[src/verilog/dfcs_pkg.sv]
// Constants, register map and carrier types of the disk format control store
// Assumes one 20 MHz clock and a byte strobe from the surrounding controller
//
// Summary of operation
// - Store holds 32 words of 28 bits
// - Word is control, value, count, error fields
// - Pointer write selects word; window writes advance it
// - Reset leaves store contents unchanged
// - Data-field rise with write or compare prefetches
// - Prefetch pulses also with immediate fill data
// - Error bit 3 stops command on CRC, miscompare or write parity errors
// - Error bit 2 retries sector on read error
// - Error bit 1 selects data checksum, prefetch
// - Error bit 0 drives byte-aligned user output
// - Control bit 7 selects value byte use
// - Control bit 6 selects count byte use
// - Control bit 5 drives write gate
// - Control bit 4 drives read gate via retry
// - Control bit 3 drives mark enable output
// - Control bit 2 enables serial data compare
// - Control bit 1 jumps to branch target
// - Control bit 0 repeats while sectors remain
// - Immediate value byte gives literal field data
// - Immediate count is field length minus one
// - Transfer bit edge decrements sector counter
package dfcs_pkg;

    // ------------------------------------------------------------------
    // Register offsets
    // ------------------------------------------------------------------
    localparam logic [7:0] DFCS_ERR_WIN_OFS  = 8'h04;
    localparam logic [7:0] DFCS_CTL_WIN_OFS  = 8'h05;
    localparam logic [7:0] DFCS_VAL_WIN_OFS  = 8'h06;
    localparam logic [7:0] DFCS_CNT_WIN_OFS  = 8'h07;
    localparam logic [7:0] DFCS_PTR_OFS      = 8'h08;
    localparam logic [7:0] DFCS_SEQ_CTL_OFS  = 8'h09;
    localparam logic [7:0] DFCS_BRANCH_OFS   = 8'h0A;
    localparam logic [7:0] DFCS_REPEAT_OFS   = 8'h0B;
    localparam logic [7:0] DFCS_SECTOR_OFS   = 8'h0C;
    localparam logic [7:0] DFCS_STATUS_OFS   = 8'h0D;

    // ------------------------------------------------------------------
    // Sizes and field positions
    // ------------------------------------------------------------------
    localparam int DFCS_DEPTH    = 32;
    localparam int DFCS_AW       = 5;
    localparam int ERR_FAIL      = 3;
    localparam int ERR_RETRY     = 2;
    localparam int ERR_DATA      = 1;
    localparam int ERR_USER      = 0;
    localparam int CTL_VMODE     = 7;
    localparam int CTL_CMODE     = 6;
    localparam int CTL_WGATE     = 5;
    localparam int CTL_RGATE     = 4;
    localparam int CTL_MARK      = 3;
    localparam int CTL_CMP       = 2;
    localparam int CTL_BRANCH    = 1;
    localparam int CTL_REPEAT    = 0;
    localparam int VAL_BUFFER    = 7;
    localparam int VAL_VERIFY    = 6;
    localparam int CNT_STOP      = 0;
    localparam int SEQ_GO        = 0;
    localparam int SEQ_READ_COMPARE_ENABLE      = 1;

    localparam logic [4:0] DFCS_PTR_RST = 5'h00;
    localparam logic [7:0] DFCS_BYTE_RST = 8'h00;

    typedef struct packed {
        logic [7:0] ctl;
        logic [7:0] val;
        logic [7:0] cnt;
        logic [3:0] err;
    } dfcs_word_t;

    typedef struct packed {
        logic       write_gate;
        logic       read_gate;
        logic       mark_enable_output;
        logic       compare_enable;
        logic       data_checksum_sel;
        logic       value_byte_mode;
        logic       user_sequencer_output;
        logic [7:0] field_value;
    } dfcs_drive_t;

    typedef enum logic [1:0] {
        DFCS_IDLE = 2'b00,
        DFCS_RUN  = 2'b01,
        DFCS_STOP = 2'b10
    } dfcs_state_t;

endpackage

[src/verilog/dfcs_store.sv]
// Control store, its windows and the sequencer that walks it
// Assumes byte strobe and error pulses come from logic on clk
//
// Strobed register access is this design's own decision.
`timescale 1ns/1ns
`default_nettype none
module dfcs_store (
    input  wire logic                 clk,
    input  wire logic                 arst_n,
    input  wire logic [7:0]           reg_addr,
    input  wire logic [7:0]           reg_wdata,
    input  wire logic                 reg_wr,
    input  wire logic                 reg_rd,
    output var  logic [7:0]           reg_rdata,
    input  wire logic                 byte_strobe,
    input  wire logic [3:0]           wait_cond_pin,
    input  wire logic                 crc_error,
    input  wire logic                 miscompare_error,
    input  wire logic                 write_parity_error,
    input  wire logic                 read_error,
    output var  dfcs_pkg::dfcs_drive_t drive,
    output var  logic                 buffer_request_pulse,
    output var  logic                 sector_step_pulse,
    output var  logic                 retry_pulse,
    output var  logic                 busy
);

    // ------------------------------------------------------------------
    // Declarations
    // ------------------------------------------------------------------
    dfcs_pkg::dfcs_word_t   store [dfcs_pkg::DFCS_DEPTH];
    dfcs_pkg::dfcs_word_t   cur;
    dfcs_pkg::dfcs_word_t   ptr_word;
    dfcs_pkg::dfcs_state_t  state_q;
    logic [4:0]             ptr_q;
    logic [4:0]             pc_q;
    logic [4:0]             branch_q;
    logic [4:0]             repeat_q;
    logic [7:0]             sector_q;
    logic [7:0]             byte_cnt_q;
    logic                   read_compare_enable_q;
    logic                   err_stop_q;
    logic                   dac_prev_q;
    logic                   xfer_prev_q;
    logic [3:0]             cond_meta_q;
    logic [3:0]             cond_q;
    logic                   running;
    logic                   win_wr;
    logic                   fail_hit;
    logic                   retry_hit;
    logic                   step_done;
    logic                   stop_now;
    logic                   xfer_bit;
    logic                   go_wr;
    logic [4:0]             next_pc;

    assign cur      = store[pc_q];
    assign ptr_word = store[ptr_q];
    assign running  = (state_q == dfcs_pkg::DFCS_RUN);
    assign go_wr    = reg_wr && (reg_addr == dfcs_pkg::DFCS_SEQ_CTL_OFS)
                      && reg_wdata[dfcs_pkg::SEQ_GO];
    assign win_wr   = reg_wr && (reg_addr >= dfcs_pkg::DFCS_ERR_WIN_OFS)
                      && (reg_addr <= dfcs_pkg::DFCS_CNT_WIN_OFS);

    // ------------------------------------------------------------------
    // Store and window writes
    // ------------------------------------------------------------------
    // No reset here, so contents survive a reset
    always_ff @(posedge clk) begin
        if (reg_wr) begin
            unique case (reg_addr)
                dfcs_pkg::DFCS_ERR_WIN_OFS: begin
                    store[ptr_q].err <= reg_wdata[3:0];
                end
                dfcs_pkg::DFCS_CTL_WIN_OFS: begin
                    store[ptr_q].ctl <= reg_wdata;
                end
                dfcs_pkg::DFCS_VAL_WIN_OFS: begin
                    store[ptr_q].val <= reg_wdata;
                end
                dfcs_pkg::DFCS_CNT_WIN_OFS: begin
                    store[ptr_q].cnt <= reg_wdata;
                end
                default: begin
                end
            endcase
        end
    end

    // Pointer load and auto increment
    always_ff @(posedge clk or negedge arst_n) begin
        if (!arst_n) begin
            ptr_q <= dfcs_pkg::DFCS_PTR_RST;
        end else if (reg_wr && reg_addr == dfcs_pkg::DFCS_PTR_OFS) begin
            ptr_q <= reg_wdata[4:0];
        end else if (win_wr) begin
            ptr_q <= ptr_q + 5'd1;
        end
    end

    // ------------------------------------------------------------------
    // Sequencer setup registers
    // ------------------------------------------------------------------
    always_ff @(posedge clk or negedge arst_n) begin
        if (!arst_n) begin
            branch_q <= dfcs_pkg::DFCS_PTR_RST;
            repeat_q <= dfcs_pkg::DFCS_PTR_RST;
            read_compare_enable_q   <= 1'b0;
        end else if (reg_wr) begin
            if (reg_addr == dfcs_pkg::DFCS_BRANCH_OFS) begin
                branch_q <= reg_wdata[4:0];
            end
            if (reg_addr == dfcs_pkg::DFCS_REPEAT_OFS) begin
                repeat_q <= reg_wdata[4:0];
            end
            if (reg_addr == dfcs_pkg::DFCS_SEQ_CTL_OFS) begin
                read_compare_enable_q <= reg_wdata[dfcs_pkg::SEQ_READ_COMPARE_ENABLE];
            end
        end
    end

    // Sector counter; a software write wins over a decrement
    assign xfer_bit = running && cur.ctl[dfcs_pkg::CTL_VMODE]
                      && (cur.val[dfcs_pkg::VAL_BUFFER]
                          || cur.val[dfcs_pkg::VAL_VERIFY]);

    always_ff @(posedge clk or negedge arst_n) begin
        if (!arst_n) begin
            sector_q    <= dfcs_pkg::DFCS_BYTE_RST;
            xfer_prev_q <= 1'b0;
        end else begin
            xfer_prev_q <= xfer_bit;
            if (reg_wr && reg_addr == dfcs_pkg::DFCS_SECTOR_OFS) begin
                sector_q <= reg_wdata;
            end else if (xfer_bit && !xfer_prev_q
                         && sector_q != dfcs_pkg::DFCS_BYTE_RST) begin
                sector_q <= sector_q - 8'd1;
            end
        end
    end

    always_ff @(posedge clk or negedge arst_n) begin
        if (!arst_n) begin
            sector_step_pulse <= 1'b0;
        end else begin
            sector_step_pulse <= xfer_bit && !xfer_prev_q;
        end
    end

    // ------------------------------------------------------------------
    // Wait condition synchroniser
    // ------------------------------------------------------------------
    always_ff @(posedge clk or negedge arst_n) begin
        if (!arst_n) begin
            cond_meta_q <= 4'h0;
            cond_q      <= 4'h0;
        end else begin
            cond_meta_q <= wait_cond_pin;
            cond_q      <= cond_meta_q;
        end
    end

    // ------------------------------------------------------------------
    // Sequencing decisions
    // ------------------------------------------------------------------
    assign fail_hit  = running && cur.err[dfcs_pkg::ERR_FAIL]
                       && (crc_error || miscompare_error
                           || write_parity_error);
    assign retry_hit = running && cur.err[dfcs_pkg::ERR_RETRY]
                       && cur.ctl[dfcs_pkg::CTL_RGATE]
                       && !cur.ctl[dfcs_pkg::CTL_WGATE]
                       && read_error;
    assign stop_now  = running && cur.ctl[dfcs_pkg::CTL_CMODE]
                       && cur.cnt[dfcs_pkg::CNT_STOP];

    always_comb begin
        step_done = 1'b0;
        if (running && cur.ctl[dfcs_pkg::CTL_CMODE]) begin
            step_done = (cur.cnt[7:4] & cond_q) != 4'h0;
        end else if (running && byte_strobe) begin
            step_done = (byte_cnt_q == cur.cnt);
        end
    end

    always_comb begin
        if (cur.ctl[dfcs_pkg::CTL_BRANCH]) begin
            next_pc = branch_q;
        end else if (cur.ctl[dfcs_pkg::CTL_REPEAT]
                     && sector_q != dfcs_pkg::DFCS_BYTE_RST) begin
            next_pc = repeat_q;
        end else begin
            next_pc = pc_q + 5'd1;
        end
    end

    // ------------------------------------------------------------------
    // Sequencer state, program counter and byte counter
    // ------------------------------------------------------------------
    always_ff @(posedge clk or negedge arst_n) begin
        if (!arst_n) begin
            state_q    <= dfcs_pkg::DFCS_IDLE;
            pc_q       <= dfcs_pkg::DFCS_PTR_RST;
            byte_cnt_q <= dfcs_pkg::DFCS_BYTE_RST;
            err_stop_q <= 1'b0;
        end else if (go_wr) begin
            state_q    <= dfcs_pkg::DFCS_RUN;
            pc_q       <= ptr_q;
            byte_cnt_q <= dfcs_pkg::DFCS_BYTE_RST;
            err_stop_q <= 1'b0;
        end else begin
            unique case (state_q)
                dfcs_pkg::DFCS_IDLE, dfcs_pkg::DFCS_STOP: begin
                    byte_cnt_q <= dfcs_pkg::DFCS_BYTE_RST;
                end
                dfcs_pkg::DFCS_RUN: begin
                    if (fail_hit) begin
                        state_q    <= dfcs_pkg::DFCS_STOP;
                        err_stop_q <= 1'b1;
                    end else if (stop_now) begin
                        state_q <= dfcs_pkg::DFCS_STOP;
                    end else if (retry_hit) begin
                        pc_q       <= repeat_q;
                        byte_cnt_q <= dfcs_pkg::DFCS_BYTE_RST;
                    end else if (step_done) begin
                        pc_q       <= next_pc;
                        byte_cnt_q <= dfcs_pkg::DFCS_BYTE_RST;
                    end else if (byte_strobe
                                 && !cur.ctl[dfcs_pkg::CTL_CMODE]) begin
                        byte_cnt_q <= byte_cnt_q + 8'd1;
                    end
                end
                default: begin
                    state_q <= dfcs_pkg::DFCS_IDLE;
                end
            endcase
        end
    end

    // ------------------------------------------------------------------
    // Drive outputs
    // ------------------------------------------------------------------
    always_ff @(posedge clk or negedge arst_n) begin
        if (!arst_n) begin
            drive.write_gate         <= 1'b0;
            drive.read_gate          <= 1'b0;
            drive.mark_enable_output <= 1'b0;
            drive.compare_enable     <= 1'b0;
            drive.data_checksum_sel  <= 1'b0;
            drive.value_byte_mode    <= 1'b0;
            drive.field_value        <= dfcs_pkg::DFCS_BYTE_RST;
            drive.user_sequencer_output <= 1'b0;
        end else begin
            drive.write_gate <= running
                && cur.ctl[dfcs_pkg::CTL_WGATE];
            // Retry drops read gate for the cycle it restarts
            drive.read_gate <= running && !retry_hit
                && cur.ctl[dfcs_pkg::CTL_RGATE];
            drive.mark_enable_output <= running
                && cur.ctl[dfcs_pkg::CTL_MARK];
            drive.compare_enable <= running
                && cur.ctl[dfcs_pkg::CTL_CMP];
            drive.data_checksum_sel <= cur.err[dfcs_pkg::ERR_DATA];
            drive.value_byte_mode <= cur.ctl[dfcs_pkg::CTL_VMODE];
            drive.field_value <= cur.val;
            // User output moves only on byte boundaries
            if (byte_strobe) begin
                drive.user_sequencer_output <= running
                    && cur.err[dfcs_pkg::ERR_USER];
            end
        end
    end

    // Prefetch on the rising data-field bit, whatever the value mode
    always_ff @(posedge clk or negedge arst_n) begin
        if (!arst_n) begin
            dac_prev_q           <= 1'b0;
            buffer_request_pulse <= 1'b0;
        end else begin
            dac_prev_q <= running && cur.err[dfcs_pkg::ERR_DATA];
            buffer_request_pulse <= running
                && cur.err[dfcs_pkg::ERR_DATA] && !dac_prev_q
                && (cur.ctl[dfcs_pkg::CTL_WGATE] || read_compare_enable_q);
        end
    end

    always_ff @(posedge clk or negedge arst_n) begin
        if (!arst_n) begin
            retry_pulse <= 1'b0;
            busy        <= 1'b0;
        end else begin
            retry_pulse <= retry_hit;
            busy        <= go_wr || (running && !fail_hit && !stop_now);
        end
    end

    // ------------------------------------------------------------------
    // Register reads, data one cycle after the strobe
    // ------------------------------------------------------------------
    always_ff @(posedge clk or negedge arst_n) begin
        if (!arst_n) begin
            reg_rdata <= dfcs_pkg::DFCS_BYTE_RST;
        end else if (reg_rd) begin
            unique case (reg_addr)
                dfcs_pkg::DFCS_ERR_WIN_OFS: begin
                    reg_rdata <= {4'h0, ptr_word.err};
                end
                dfcs_pkg::DFCS_CTL_WIN_OFS: begin
                    reg_rdata <= ptr_word.ctl;
                end
                dfcs_pkg::DFCS_VAL_WIN_OFS: begin
                    reg_rdata <= ptr_word.val;
                end
                dfcs_pkg::DFCS_CNT_WIN_OFS: begin
                    reg_rdata <= ptr_word.cnt;
                end
                dfcs_pkg::DFCS_PTR_OFS: begin
                    reg_rdata <= {3'h0, ptr_q};
                end
                dfcs_pkg::DFCS_SEQ_CTL_OFS: begin
                    reg_rdata <= {6'h00, read_compare_enable_q, 1'b0};
                end
                dfcs_pkg::DFCS_BRANCH_OFS: begin
                    reg_rdata <= {3'h0, branch_q};
                end
                dfcs_pkg::DFCS_REPEAT_OFS: begin
                    reg_rdata <= {3'h0, repeat_q};
                end
                dfcs_pkg::DFCS_SECTOR_OFS: begin
                    reg_rdata <= sector_q;
                end
                dfcs_pkg::DFCS_STATUS_OFS: begin
                    reg_rdata <= {running, err_stop_q, 1'b0, pc_q};
                end
                default: begin
                    reg_rdata <= dfcs_pkg::DFCS_BYTE_RST;
                end
            endcase
        end else begin
            reg_rdata <= dfcs_pkg::DFCS_BYTE_RST;
        end
    end

endmodule
`default_nettype wire

[config.mk]
export PLATFORM = sky130hd
export DESIGN_NAME = dfcs_store
export DESIGN_NICKNAME = d
export VERILOG_FILES = /design/src/verilog/dfcs_pkg.sv /design/src/verilog/dfcs_store.sv
export SDC_FILE = /design/constraint.sdc
export NUM_CORES = 2
export LEC_CHECK = 0
export BUFFER_PORTS_ARGS = -buffer_cell sky130_fd_sc_hd__buf_2
export CAP_MARGIN = 20
export CORE_ASPECT_RATIO = 0.7
export CORE_MARGIN = 2
export CORE_UTILIZATION = 51
export CTS_CLUSTER_SIZE = 24
export DETAILED_ROUTE_END_ITERATION = 6
export PLACE_DENSITY = 0.69
export SYNTH_ARGS = -nofsm -noshare
export SYNTH_HDL_FRONTEND = slang
export SYNTH_SLANG_ARGS = --single-unit
[constraint.sdc]
create_clock -name clk -period 3.15 [get_ports clk]
set_input_delay 0.1575 -clock clk [delete_from_list [all_inputs] [get_ports clk]]
set_output_delay 0.1575 -clock clk [all_outputs]
set_load 0.02 [all_outputs]
==> results by group <==
Outcome
  – Status: finished, violations left
  – Violated checks: setup timing

STA
  – # setup viols final: 22
  – RSZ-0062 raised after global routing: yes
  – Fmax: ~0.30 GHz
  – Fin. Hold Viols: 0
  – Setup slack after layout: -232 ps
  – Worst-Margin Slew: roughly 1200 ps
  – Final Skew: 27.3 ps
  – Setup_tns: -2630 ps
  – Period minus WS final: approximately 3400 ps
  – Rel. slew slack: 0.220
  – Slew Limit Fails: 0
  – Tcrit/Tclk final: 1.07
  – Hold Slack: ~17 ps

Route
  – Post-route DRC: 0
  – Initial DRC Count: approximately 5300
  – Via count: about 30000
  – Antenna-violating nets left: 0
  – Final wirelength: between 150000 and 200000 um
  – Wire per inst: 36.0 um
  – Vias per cell: roughly 7.1
  – DRT Pass-1 Iters: 6

Worst setup path
  – R2r setup slk: -230 ps
  – Instance count on the critical path: 12
  – CP most frequent cell: buf_4
  – Crit path launch: pc_q[0]$_DFFE_PN0P_
  – Worst path slowest cell: mux4_2
  – Req. time, crit path: 3780 ps
  – CP peak stage delay: about 570 ps
  – Crit-path cells: buf_4, buf_12, buf_16, mux4_2, a22oi_1, a21oi_1, nand2_2, a31oi_1, buf_4, or4_4, a211oi_2, a21o_1
  – Buffers plus inverters on the worst setup path: 4
  – Crit-path leading delay family: compound AO/OA/AOI/OAI gates
  – Startpoint types: register
  – FF-to-FF path depth: 12
  – Arr. time, crit path: about 4000 ps
  – R2R Path Start: pc_q[0]$_DFFE_PN0P_
  – Setup CP Type: reg -> reg
  – Worst Setup End Kind: register
  – Critical Path Fanout Max: 12
  – R2R Path End: byte_cnt_q[7]$_DFFE_PN0P_
  – CP endpoint: byte_cnt_q[7]$_DFFE_PN0P_

Hold path
  – Hold crit path type: in -> reg
  – HP Start: reg_wdata[4]

Place
  – Placer Congestion: 1.01
  – HPWL Detailed: around 100000 um
  – Dpl ws: -426 ps
  – Number of port buffers: 55

GRT
  – First-pass GRT wire length: about 210000 um
  – Initial antenna violation count: 7
  – GR Layer Usage met3: 0.125
  – GR Util met1: 0.490
  – Gr busiest metal: met1
  – Largest net degree at the start of global routing: approximately 100
  – Total grt overflow: 0
  – Number of global-route vias before repair: about 28000
  – M2 GR Usage: 0.457
  – GRT Total Usage: 0.330

Yosys
  – Mapped Cells: 2537
  – Synth Area in Compound Gates: 0.0539
  – Mux cell area share after synthesis: 0.240
  – Xor and xnor area share after synthesis: 0.00308
  – Post-synth top area cell: edfxtp_1
  – Distinct cells, synth: 80
  – Area share of fa/ha/maj cells after synthesis: 0.00193
  – Yosys Warn Count: 0
  – Synthesized flop and latch total: between 900 and 1000
  – Area of the mapped netlist: 0.0454 sq mm
  – Part of the Yosys area used for sequential elements: 0.635
  – Syn avg cell area: 17.9 sq um
  – Synthesized Nets: 2573
  – Share of the synthesized area in the top cell type: 0.592
  – Largest family of logic cells by synthesized area: multiplexers
  – Simple-gate area share of the yosys netlist: 0.0429
  – Post-synth top flop: edfxtp_1
  – EDFF count, synth: ~900
  – Area contributors post-synth: edfxtp_1 59%, mux4_2 21%, dfrtp_1 4.2%
  – FFs w/ async S/R, synth: 0.0791

Die
  – Num ports: 56
  – Die X-Extent: ~360 um
  – Starting density of the core: 0.516
  – Core area: between 0.08 and 0.09 sq mm
  – Num rows: a little over 90
  – Full die area: around 0.092 sq mm
  – Die H: 254 um

Finish
  – Share of cells above drive strength 1: 0.403
  – Most frequent cells in the layout: 896 x edfxtp_1, 419 x mux4_2, 387 x buf_4
  – Final nets: between 3000 and 4000
  – Final core utilization: 0.622
  – Commonest non-fill, non-tap cell in the layout: edfxtp_1
  – Synth-to-Final Area Change: 20.6%

Power and ir drop
  – Net switching power: approximately 8.0 mW
  – Worst IR drop on VDD: 0.522 mV
  – Int Pwr: around 24 mW
  – Clock share of power: 0.397
  – Comb pwr share: 0.152
  – Sw Ratio: 0.252
  – Register share of total power: 0.451
  – PwrDens: around 580 mW/mm^2
  – Pleak: 18.8 nW

Clocking
  – TritonCTS clock tree: done
  – Total CTS buffers: 96
  – Root buf cell: clkbuf_16
  – Clock Path Buffers: 3
  – Max H-tree Level: 3
  – Clk sink count: 973
  – CTS clk-pin slew, worst paths: 70 ps
  – Clock latency at the later pin of the worst-skew pair: around 700 ps

Run
  – Max Cap Viol: 0
-- registers in the layout, indices dropped and copies added, names as in the netlist, 2 cells and up --
register,count
sector_q,8
drive,15
pc_q,5
state_q,2
cond_q,4
reg_rdata,8
ptr_q,5
cond_meta_q,4
store,896
branch_q,5
byte_cnt_q,8
repeat_q,5
-- area by class of cell --
cell class,count,area (sq um)
antenna,4,10.0
clock buffer,115,2550
clock inverter,66,890
fill,6249,33300
inverter,20,75.1
multi-input combinational,1350,16200
sequential,973,28900
tap,1162,1450
timing repair buffer,526,4790
-- synth_stat cells, drive strengths merged (22+ instances only) --
master,instances
edfxtp,896
mux4,421
nor2,178
nand2,121
a22oi,117
mux2i,115
buf,106
clkbuf,89
dfrtp,77
o21ai,45
a21oi,44
mux2,22
nand3,22
nand4,22
-- stage by stage --
step	std cells	cell area [sq um]	power (mW)
final	4216	54800	31.6
after global routing	4212	54800	32.4
after CTS	4171	54000	31.4
after detailed placement	3951	49700	18.9
after global placement	3951	49700	18.9
after floorplan	2537	45400	16.9
-- metal layers --
layer	vias to the layer above	wire, um	part of all wire
li1	11500	-	-
met1	15500	58300	0.38
met2	2484	63900	0.42
met3	365	24600	0.16
met4	10	5110	0.034
met5	-	60	0.00039
-- worst register-to-register path: stages, from the launching register on --
cell and delay (ps):
dfrtp_4 480, buf_4 180, buf_12 150, buf_16 180, mux4_2 580, a22oi_1 230, a21oi_1 210, nand2_2 180
a31oi_1 110, buf_4 170, or4_4 510, a211oi_2 230, a21o_1 100
-- what timing repair did --
item	CTS	global route
cloned	5	3
hold endpoints to repair	73	14
resized for setup	103	76
pin swaps	26	24
endpoints found under the setup margin	21	26
buffers inserted	26	36
hold buffers	8	1
-- power groups by stage --
stage / sequential, mW / combinational (mW) / clock (mW)
floorplan: 14.5 / 2.44 / 0
global placement: 14.5 / 4.35 / 0
detailed placement: 14.5 / 4.40 / 0
CTS: 14.3 / 4.45 / 12.7
global route: 14.3 / 4.93 / 13.2
finish: 14.3 / 4.82 / 12.6
-- cells by family (layout without fill, tap and decap cells) --
group,count (synthesis),in the layout
AO/OA/AOI/OAI,339,339
flip-flops,973,973
AND/OR/NAND/NOR,429,430
buffers and inverters,215,727
XOR/XNOR,16,16
multiplexers,558,558
adder cells (fa/ha/maj),7,7
other,0,4
-- how the worst min path moves through the flow --
| stage | end | slack, ps | cells past startpoint |
|---|---|---|---|
| finish | store[31][16]$_DFFE_PP_ | 20 | 1 |
| global route | store[31][16]$_DFFE_PP_ | 20 | 1 |
| CTS | store[4][15]$_DFFE_PP_ | 40 | 1 |
| detailed placement | cond_meta_q[1]$_DFF_PN0_ | 270 | 1 |
| global placement | cond_meta_q[2]$_DFF_PN0_ | 270 | 1 |
| floorplan | branch_q[0]$_DFFE_PN0P_ | -140 | 0 |
Note: power is estimated with default switching activity, not from simulation.
